**src/sovr_defines.vh**
```
// Purpose: constants for the synthesizer override, trim and hold-reset registers
// Assumes: 24-bit serial frames, one 20 MHz clock, synchronous reset
// Notes: offsets are register addresses on the serial port
//
// Function
// bit 7 picks strap pins or register values for synthesizer setup
// override off: enable, ref type, ref outputs follow the strap pins
// override on: enable, ref type, ref outputs follow register fields only
// second output mode bits 5:4: off, ref/1, ref/2, ref/4
// with override off both mode fields are ignored, straps decide outputs
// second output clocks only while first output also clocks
// first output mode bits 3:2: off, ref/1, ref/2, ref/4
// override on: bit 1 selects the single-ended reference input
// override on: bit 0 enables or disables the synthesizer
// host writes reserved bits as zero
// 7-bit trim sets oscillator frequency, loadable by calibration
// calibrated trim reads back, and may be written back later
// host leaves trim alone while calibration runs
// host sets hold-reset before changing synthesizer programming
// host clears hold-reset when programming is finished
// clearing hold-reset with calibration enabled starts calibration
// done flag reads 1 after calibration, or at once if disabled
// straps are synchronised before the override multiplexer
`ifndef SOVR_DEFINES_VH
`define SOVR_DEFINES_VH

`define SOVR_ADDR_W        15
`define SOVR_FRAME_BITS    5'd24
`define SOVR_HDR_LAST      5'd15
`define SOVR_DATA_LAST     5'd23

`define SOVR_ADDR_OVR      15'h0058
`define SOVR_ADDR_TRIM     15'h0059
`define SOVR_ADDR_HOLD     15'h005c
`define SOVR_ADDR_STAT     15'h005e

`define SOVR_OVR_SEL_BIT   7
`define SOVR_MODE2_HI      5
`define SOVR_MODE2_LO      4
`define SOVR_MODE1_HI      3
`define SOVR_MODE1_LO      2
`define SOVR_SE_BIT        1
`define SOVR_EN_BIT        0
`define SOVR_TRIM_HI       6
`define SOVR_HOLD_BIT      0
`define SOVR_DONE_BIT      0

`define SOVR_OVR_RST       8'h00
`define SOVR_TRIM_RST      7'h00
`define SOVR_HOLD_RST      1'b0
`define SOVR_MODE_OFF      2'h0

`endif

```
**src/sovr_regs.v**
```verilog
// Purpose: synthesizer strap override, oscillator trim and hold-reset registers
// Assumes: serial pins sampled as synchronous inputs, sclk far slower than sys_clk
// Notes: calibration engine and dividers sit outside; this block steers them
`include "sovr_defines.vh"

module sovr_regs (
  // clock and reset
  input  wire        sys_clk,
  input  wire        sys_rst,
  // serial register port
  input  wire        spi_cs_n,
  input  wire        spi_sclk,
  input  wire        spi_sdi,
  output reg         spi_sdo,
  // strap pins
  input  wire        synth_enable_pin,
  input  wire        ref_type_pin,
  input  wire        clock_strap_low,
  input  wire        clock_strap_high,
  // calibration engine
  input  wire        oscillator_cal_enable,
  input  wire        cal_complete,
  input  wire        cal_trim_we,
  input  wire [6:0]  cal_trim_value,
  output reg         cal_start,
  // synthesizer controls
  output reg         synth_enable,
  output reg         single_ended_ref_input,
  output reg  [1:0]  first_refout_mode,
  output reg  [1:0]  second_refout_mode,
  output reg  [6:0]  oscillator_tune_code,
  output reg         synth_hold_reset
);

  // register storage
  reg [7:0]  synth_pin_override_r;
  reg        cal_done_r;

  // serial engine
  reg        sclk_d_r;
  reg [4:0]  bit_cnt_r;
  reg [22:0] shift_in_r;
  reg        rd_frame_r;
  reg [`SOVR_ADDR_W-1:0] addr_r;
  reg [7:0]  rd_shift_r;

  // strap synchronisers
  reg [3:0]  strap_meta_r;
  reg [3:0]  strap_sync_r;

  wire       sclk_rise;
  wire       sclk_fall;
  wire [23:0] frame_now;
  wire       hdr_done;
  wire       wr_done;
  wire [7:0] wr_data;
  wire       wr_ovr;
  wire       wr_trim;
  wire       wr_hold;
  wire       hold_release;
  wire       sdo_shift;
  wire       override_on;
  wire [1:0] strap_mode;
  reg        synth_enable_nxt;
  reg        single_ended_nxt;
  reg  [1:0] first_mode_nxt;
  reg  [1:0] second_mode_nxt;

  // reserved bit 6 of the override word always stores and reads as zero
  function [7:0] ovr_clean;
    input [7:0] data;
    begin
      ovr_clean = {data[`SOVR_OVR_SEL_BIT], 1'b0, data[`SOVR_MODE2_HI:0]};
    end
  endfunction

  // one address comparator shape for every write strobe
  function reg_hit;
    input [`SOVR_ADDR_W-1:0] addr;
    input [`SOVR_ADDR_W-1:0] target;
    begin
      reg_hit = (addr == target);
    end
  endfunction

  // second output only clocks while the first one clocks
  function [1:0] gate_second;
    input [1:0] first_mode;
    input [1:0] second_mode;
    begin
      if (first_mode == `SOVR_MODE_OFF)
        gate_second = `SOVR_MODE_OFF;
      else
        gate_second = second_mode;
    end
  endfunction

  // register read decode, used for header-time load
  function [7:0] read_word;
    input [`SOVR_ADDR_W-1:0] addr;
    input [7:0]              ovr;
    input [6:0]              trim;
    input                    hold;
    input                    done;
    begin
      case (addr)
        `SOVR_ADDR_OVR:  read_word = ovr_clean(ovr);
        `SOVR_ADDR_TRIM: read_word = {1'b0, trim};
        `SOVR_ADDR_HOLD: read_word = {7'h00, hold};
        `SOVR_ADDR_STAT: read_word = {7'h00, done};
        default:         read_word = 8'h00;
      endcase
    end
  endfunction

  // one edge detector serves both serial edges
  assign sclk_rise = ~spi_cs_n & spi_sclk & ~sclk_d_r;
  assign sclk_fall = ~spi_cs_n & ~spi_sclk & sclk_d_r;
  assign frame_now = {shift_in_r, spi_sdi};
  assign hdr_done  = sclk_rise & (bit_cnt_r == `SOVR_HDR_LAST);
  assign wr_done   = sclk_rise & (bit_cnt_r == `SOVR_DATA_LAST) & ~rd_frame_r;
  assign wr_data   = frame_now[7:0];
  // frame layout: read flag, 15-bit address, data byte, msb first
  assign wr_ovr    = wr_done & reg_hit(addr_r, `SOVR_ADDR_OVR);
  assign wr_trim   = wr_done & reg_hit(addr_r, `SOVR_ADDR_TRIM);
  assign wr_hold   = wr_done & reg_hit(addr_r, `SOVR_ADDR_HOLD);
  // data leaves on falling edges so it is stable at the next rise
  assign sdo_shift = sclk_fall & rd_frame_r & (bit_cnt_r > `SOVR_HDR_LAST);

  // start on release
  assign hold_release = wr_hold & synth_hold_reset & ~wr_data[`SOVR_HOLD_BIT];

  // edge history runs while deselected so a frame never starts on a stale level
  always @(posedge sys_clk) begin
    if (sys_rst) begin
      sclk_d_r <= 1'b0;
    end else begin
      sclk_d_r <= spi_sclk;
    end
  end

  // count saturates at a full frame, so trailing bits are ignored
  always @(posedge sys_clk) begin
    if (sys_rst) begin
      bit_cnt_r <= 5'd0;
    end else if (spi_cs_n) begin
      // deselect aborts any partial frame
      bit_cnt_r <= 5'd0;
    end else if (sclk_rise && (bit_cnt_r != `SOVR_FRAME_BITS)) begin
      bit_cnt_r <= bit_cnt_r + 5'd1;
    end
  end

  // last 23 bits kept; with the live data pin that is a full frame
  always @(posedge sys_clk) begin
    if (sys_rst) begin
      shift_in_r <= 23'h000000;
    end else if (sclk_rise) begin
      shift_in_r <= frame_now[22:0];
    end
  end

  // header capture and read-back shifter; rise and fall never coincide
  always @(posedge sys_clk) begin
    if (sys_rst) begin
      rd_frame_r <= 1'b0;
      addr_r     <= {`SOVR_ADDR_W{1'b0}};
      rd_shift_r <= 8'h00;
      spi_sdo    <= 1'b0;
    end else if (spi_cs_n) begin
      rd_frame_r <= 1'b0;
    end else if (hdr_done) begin
      rd_frame_r <= frame_now[15];
      addr_r     <= frame_now[`SOVR_ADDR_W-1:0];
      rd_shift_r <= read_word(frame_now[`SOVR_ADDR_W-1:0], synth_pin_override_r,
                              oscillator_tune_code, synth_hold_reset,
                              cal_done_r | ~oscillator_cal_enable);
    end else if (sdo_shift) begin
      spi_sdo    <= rd_shift_r[7];
      rd_shift_r <= {rd_shift_r[6:0], 1'b0};
    end
  end

  // reserved bit dropped
  always @(posedge sys_clk) begin
    if (sys_rst) begin
      synth_pin_override_r <= `SOVR_OVR_RST;
    end else if (wr_ovr) begin
      synth_pin_override_r <= ovr_clean(wr_data);
    end
  end

  // hold-reset set
  // hold-reset clear
  // hold-reset brackets divider, bias and calibration programming
  always @(posedge sys_clk) begin
    if (sys_rst) begin
      synth_hold_reset <= `SOVR_HOLD_RST;
    end else if (wr_hold) begin
      synth_hold_reset <= wr_data[`SOVR_HOLD_BIT];
    end
  end

  // trim load
  // calibrated trim retained
  always @(posedge sys_clk) begin
    if (sys_rst) begin
      oscillator_tune_code <= `SOVR_TRIM_RST;
    end else if (cal_trim_we) begin
      // engine wins: a host write mid-calibration is a host fault anyway
      oscillator_tune_code <= cal_trim_value;
    end else if (wr_trim) begin
      // host restore path
      oscillator_tune_code <= wr_data[`SOVR_TRIM_HI:0];
    end
  end

  // calibration kick
  always @(posedge sys_clk) begin
    if (sys_rst) begin
      cal_start <= 1'b0;
    end else begin
      cal_start <= hold_release & oscillator_cal_enable;
    end
  end

  // done flag
  // status reads done or disabled, so a skipped calibration shows ready
  always @(posedge sys_clk) begin
    if (sys_rst) begin
      cal_done_r <= 1'b0;
    end else if (cal_complete) begin
      // completion wins over the clear in the same cycle
      cal_done_r <= 1'b1;
    end else if (hold_release | (wr_hold & wr_data[`SOVR_HOLD_BIT])) begin
      cal_done_r <= 1'b0;
    end
  end

  // strap synchroniser
  // only the second stage is read; the first may go metastable
  always @(posedge sys_clk) begin
    if (sys_rst) begin
      strap_meta_r <= 4'h0;
      strap_sync_r <= 4'h0;
    end else begin
      strap_meta_r <= {clock_strap_high, clock_strap_low, ref_type_pin, synth_enable_pin};
      strap_sync_r <= strap_meta_r;
    end
  end

  // mode select
  assign override_on = synth_pin_override_r[`SOVR_OVR_SEL_BIT];
  // both outputs share the two-bit strap code in pin mode
  assign strap_mode  = strap_sync_r[3:2];

  always @* begin
    if (override_on) begin
      // R3 register mode
      // enable value
      synth_enable_nxt = synth_pin_override_r[`SOVR_EN_BIT];
      // single-ended select
      single_ended_nxt = synth_pin_override_r[`SOVR_SE_BIT];
      // first output mode
      first_mode_nxt   = synth_pin_override_r[`SOVR_MODE1_HI:`SOVR_MODE1_LO];
      // second output mode
      // second needs first
      second_mode_nxt  = gate_second(first_mode_nxt,
                                     synth_pin_override_r[`SOVR_MODE2_HI:`SOVR_MODE2_LO]);
    end else begin
      // pin mode
      // fields ignored
      synth_enable_nxt = strap_sync_r[0];
      single_ended_nxt = strap_sync_r[1];
      first_mode_nxt   = strap_mode;
      // second needs first
      second_mode_nxt  = gate_second(strap_mode, strap_mode);
    end
  end

  // registered so a change of override select cannot glitch the controls
  always @(posedge sys_clk) begin
    if (sys_rst) begin
      synth_enable           <= 1'b0;
      single_ended_ref_input <= 1'b0;
    end else begin
      synth_enable           <= synth_enable_nxt;
      single_ended_ref_input <= single_ended_nxt;
    end
  end

  // both modes update on one edge, so the second never leads the first
  always @(posedge sys_clk) begin
    if (sys_rst) begin
      first_refout_mode  <= `SOVR_MODE_OFF;
      second_refout_mode <= `SOVR_MODE_OFF;
    end else begin
      first_refout_mode  <= first_mode_nxt;
      second_refout_mode <= second_mode_nxt;
    end
  end

endmodule // sovr_regs

```
**config.mk**
```make
export PLATFORM = sky130hd
export DESIGN_NAME = sovr_regs
export DESIGN_NICKNAME = d
export VERILOG_FILES = /design/src/sovr_regs.v
export VERILOG_INCLUDE_DIRS = /design/src /design/src/src
export SDC_FILE = /design/constraint.sdc
export NUM_CORES = 1
export LEC_CHECK = 0
export ABC_CLOCK_PERIOD_IN_PS = 5500
export BUFFER_PORTS_ARGS = -buffer_cell sky130_fd_sc_hd__buf_2
export CAP_MARGIN = 20
export CORE_MARGIN = 4
export CORE_UTILIZATION = 45
export CTS_CLUSTER_SIZE = 8
export DETAILED_ROUTE_END_ITERATION = 7
export PLACE_DENSITY = 0.6
export SLEW_MARGIN = 40
export SYNTH_ARGS = -nofsm -noshare
export SYNTH_HDL_FRONTEND = slang
export SYNTH_SLANG_ARGS = --single-unit
```
**constraint.sdc**
```tcl
create_clock -name sys_clk -period 5.5 [get_ports sys_clk]
set_input_delay 0.825 -clock sys_clk [delete_from_list [all_inputs] [get_ports sys_clk]]
set_output_delay 0.825 -clock sys_clk [all_outputs]
set_load 0.02 [all_outputs]
```
== Word-level counts from Yosys, hierarchy flattened ==
Cells that the tools add are included.
Word-level totals
  bits in registers: 77
  latch bits: 0
  RAM bits: 0
  bits in read-only memories: 0
  memories kept: 0
Operators by class
  add/subtract/negate cells: 1
  multiply operators: 0
  div/mod/pow operators: 0
  $lt $le $gt $ge: 1
  equal/unequal tests: 10
  shift-type cells: 0
  mux-type cells: 13
  bitwise gates (word level): 25
  reduce and logical (&&, ||, !) cells: 10
Operator list (number)
  $eq A15 B7 Y1 const B: 7
  $pmux W8 S4: 1
  $and A1 B1 Y1: 16
  $mux W8: 2
  $mux W7: 2
  $mux W2: 4
  $not A1 Y1: 7
  $reduce_bool A2 Y1: 3
  $add A5 B1 Y5 const B: 1
  $eq A5 B4 Y1 const B: 1
  $eq A5 B5 Y1 const B: 1
  $gt A5 B4 Y1 const B: 1
  $ne A5 B5 Y1 const B: 1
  $logic_not A2 Y1: 2
  $mux W1: 4
  $reduce_and A2 Y1: 2
  $reduce_and A3 Y1: 1
  $or A1 B1 Y1: 2
  $reduce_or A2 Y1: 1
  $logic_and A1 B1 Y1: 1

== Longest topological paths before layout ==
  depth in word-level cells: 11
  mapped depth: 8
  gate-level depth less buffers: 7

== Worst setup path before layout ==
No wires, ideal clock.
  path kind: input port to flip-flop
  start: input port spi_cs_n
  end: register shift_in_r[0]
  setup time: 70 ps
  arrival time: 2038 ps
  required time: 5430 ps
  slack: 3392 ps
  stages: 6
  path buffers: 3
  cell sequence: nor3b_1 > clkbuf_1 > clkbuf_1 > buf_2 > nand2_1 > a21oi_1
On the way
  longest elaborated chain between the ends: 3
Ends and longest elaborated chain
  start: declaration: line sovr_regs.v:11  | input wire spi_cs_n,
  $not A1 Y1 (no line)
  $and A1 B1 Y1 (2 in series): line sovr_regs.v:117  | assign sclk_rise = ~spi_cs_n & spi_sclk & ~sclk_d_r;
  end signal: assignment: line sovr_regs.v:159  | shift_in_r <= frame_now[22:0];
  end: declaration: line sovr_regs.v:42  | reg [22:0] shift_in_r;
Every way passes these cells.
A chain may end at the register's enable or synchronous reset.

== Final worst setup path ==
  start: register bit_cnt_r[1]
  end: register rd_shift_r[5]
On the way
  longest elaborated chain between the ends: 4
  elaborated cells between the ends (all ways): 7
Ends and longest elaborated chain
  start: declaration: line sovr_regs.v:41  | reg [4:0] bit_cnt_r;
  start signal: assignment: line sovr_regs.v:150  | bit_cnt_r <= bit_cnt_r + 5'd1;
  $gt A5 B4 Y1 (no line) / $eq A5 B4 Y1 (equally long branches)
  $and A1 B1 Y1 (on tied branches): line sovr_regs.v:128, sovr_regs.v:120
  $reduce_bool A2 Y1 (no line)
  $reduce_and A2 Y1 (no line)
  end signal: assignment: line sovr_regs.v:175  | rd_shift_r <= read_word(frame_now[`SOVR_ADDR_W-1:0], synth_pin_override_r,
  end signal: assignment: line sovr_regs.v:180  | rd_shift_r <= {rd_shift_r[6:0], 1'b0};
  end: declaration: line sovr_regs.v:45  | reg [7:0] rd_shift_r;
Parallel ways exist; a longest one is shown, timed or not.

==> metrics.cfg <==
[synthesis]
ys_async_sr_fraction_pct = 0
synth_nets = 405
synth-seq-cells = 77
synth_ff_type = dfxtp_1
synth_edf_count = 0
ys_types = 47
yosysSeqAreaShare_pct = 47.7
synth-warning-count = 0
syn_avg_cell_area_um2 = 8.44
netlist_instances = 383
netlist_area_um2 = 3230

[power]
combPwrFrac_pct = 5.1
leakagePower_nw = 1.40
swShare_pct = 24.0
max-vdd-ir-drop_mv = 0.171
finalPower_mw = 1.12
power_density_nw_per_um2 = 302
p_seq_share_pct = 51.1
internal-power_uw = 851
clkPwrFrac_pct = 43.8
switching_power_uw = 269

[worst_setup_path]
path_common_cell = ha_1
critPathMaxStageDelay_ns = 0.40
reg2reg_depth = 8
r2r_start = bit_cnt_r[1]$_SDFFE_PP0P_
crit_path_end_kind = register
slowest_stage = dfxtp_1
crit_type = register to register
arrival_ns = 2.67
r2r_slack_ns = 3.10
critPathLaunchType = register
crit_path_max_fanout = 21
crit_chain = ha_1 -> and3_1 -> ha_1 -> nor4bb_4 -> buf_4 -> and4_1 -> a31oi_1 -> a211oi_1
r2r-end = rd_shift_r[5]$_SDFFE_PP0P_
path_buf_inv = 1
critPathTopFamily = simple AND/OR/NAND/NOR gates
crit_path_start = bit_cnt_r[1]$_SDFFE_PP0P_
cp.required_ns = 5.77

[sta]
setup_ws_ns = 3.10
setup_viol = 0
relSlewSlack_pct = 51.6
fin_crit_sh_pct = 43.7
fmax_mhz = 416
worst_pin_slew_ns = 0.725
rsz0062_at_grt = false
final.setup_skew_ns = 0.00630
whs_ns = 0.442
finalHoldViolCount = 0
setup_tns_ns = 0
post-route-min-period_ns = 2.40
final_max_slew_viol_count = 0

[clock_network]
cts_tree = built
cts_inserted_buffers = 9
clk_latency_ns = 0.35
htree_num_levels = 3
root_buffer = clkbuf_8
cts_sinks = 77
cts_buffer_depth = 2
clk_pin_slew_ns = 0.09
cts_resized = 0
cts_setup_buffers = 0
cts_hold_buf = 0

[floorplan]
core_area_um2 = 6910
initial_utilization_pct = 46.8
die_x_um = 92.8
dieArea_um2 = 8610
io-pin-count = 35
num_rows = 30
die_y_um = 92.8

[place]
place_area_um2 = 3460
place_congestion = 0.779
place_inst = 489
io_buffers = 34
dp_slack_ns = 2.94
hpwl_um = 5050

[global_route]
grt_util_met2_pct = 28.3
gr-max-usage-layer = met2
antenna_found_initial = 0
grt_util_met1_pct = 26.4
use_met3_pct = 5.52
grt_pass1_vias = 2530
grt_pass1_wl_um = 12900
grt-ovfl-total = 0
grt_start_max_net_pins = 73
grt_use_total_pct = 18.7

[drt]
wl_per_cell_um = 15.1
ant_nets = 0
drt_iter0_markers = 89
wl_um = 7640
vias = 2752
detail_route.vias_per_cell = 5.45
dr.pass1.iters = 5
drc_errors = 0

[layout]
final_area_um2 = 3700
syn_to_final_growth_pct = 14.5
fin_util_pct = 53.6
drive_above_1_share_pct = 15.2
final_cells = 505
fin_nets = 426
layout_commonest_cell = dfxtp_1
layout_common_cells = 77 x dfxtp_1, 71 x nand2_1, 47 x a21oi_1
antenna_cells = 0

[hold_path]
min_to = strap_sync_r[2]$_SDFF_PP0_
min-delay-start = strap_meta_r[2]$_SDFF_PP0_
min_path_type = register to register
worstHoldPathCells = 1

[job]
drv_cap = 0

[outcome]
status = finished, final reports clean

-- logic make-up (layout without fill, tap and decap cells) --
logic type	after synthesis	after routing	synth area share, %
mux	14	14	4.41
fa+ha+maj	3	3	1.16
xor+xnor	3	3	0.813
simple gates	152	152	24.4
compound gates	94	94	16.8
flops	77	77	47.7
buf+inv	40	66	4.72
-- synth_stat cells, types with 2 or more instances --
| cell | n | area share, % |
|---|---|---|
| nand2b_1 | 3 | 0.58 |
| nor3b_1 | 4 | 0.93 |
| nor4bb_1 | 3 | 0.93 |
| ha_1 | 3 | 1.2 |
| o22ai_1 | 5 | 0.97 |
| nand3_1 | 11 | 1.7 |
| clkbuf_1 | 21 | 2.4 |
| nor3_1 | 3 | 0.46 |
| nand4_1 | 4 | 0.77 |
| a21oi_1 | 47 | 7.3 |
| mux2_2 | 2 | 0.70 |
| or3_1 | 2 | 0.39 |
| dfxtp_1 | 77 | 48 |
| inv_1 | 13 | 1.5 |
| a211oi_1 | 2 | 0.46 |
| a31oi_1 | 11 | 2.1 |
| o21ai_0 | 17 | 2.6 |
| and2_1 | 3 | 0.58 |
| buf_1 | 4 | 0.46 |
| nor2b_1 | 12 | 2.3 |
| mux2i_1 | 12 | 3.7 |
| xor2_1 | 2 | 0.54 |
| nand4b_1 | 2 | 0.54 |
| and4_1 | 2 | 0.54 |
| nor2_1 | 11 | 1.3 |
| nand2_1 | 71 | 8.2 |
| a221oi_1 | 7 | 1.9 |
| and3_1 | 8 | 1.5 |
| nand3b_1 | 3 | 0.70 |
-- flip-flops by register name, indices dropped and copies added (netlist names), 2 cells and up --
signal                cells
addr_r                   15
bit_cnt_r                 5
first_refout_mode         2
oscillator_tune_code      7
rd_shift_r                8
second_refout_mode        2
shift_in_r               15
strap_meta_r              4
strap_sync_r              4
synth_pin_override_r      7
-- area by class of cell --
| cell class | instances | area (µm²) |
|---|---|---|
| Fill cell | 702 | 3200 |
| Clock buffer | 9 | 124 |
| Inverter | 13 | 48.8 |
| Sequential cell | 77 | 1540 |
| Tap cell | 96 | 120 |
| Timing Repair Buffer | 37 | 193 |
| Multi-Input combinational cell | 266 | 1570 |
| Clock inverter | 7 | 105 |
-- worst max-delay path by stage --
stage / end / depth (start not counted)
after CTS: rd_shift_r[1]$_SDFFE_PP0P_ / 7
final: rd_shift_r[5]$_SDFFE_PP0P_ / 8
after global routing: rd_shift_r[6]$_SDFFE_PP0P_ / 8
after detailed placement: rd_shift_r[4]$_SDFFE_PP0P_ / 5
after global placement: rd_shift_r[4]$_SDFFE_PP0P_ / 5
after floorplan: shift_in_r[0]$_SDFFE_PP0P_ / 6
-- worst reg2reg max path: cells and delay by family, from the launching register on --
family / cells / cell delay (ns)
simple gates: 3 / 0.82
fa+ha+maj: 2 / 0.47
flops: 1 / 0.40
compound gates: 2 / 0.37
buf+inv: 1 / 0.28
-- layer usage --
| metal | wire length [µm] | part of all wire [%] | up-vias |
|---|---|---|---|
| met5 | 0 | 0 | - |
| met4 | 34 | 0.44 | 0 |
| met3 | 391 | 5.1 | 5 |
| met2 | 3430 | 45 | 64 |
| met1 | 3780 | 50 | 1299 |
| li1 | - | - | 1384 |
-- power groups by stage --
stage	clock [mW]	sequential (mW)	combinational (mW)
3_5_place_dp	0	0.586	0.0573
2_1_floorplan	0	0.589	0.0322
5_1_grt	0.524	0.574	0.0633
4_1_cts	0.502	0.573	0.0573
3_3_place_gp	0	0.585	0.0569
6_report	0.490	0.573	0.0569
Power figures use the tool's default switching activity.
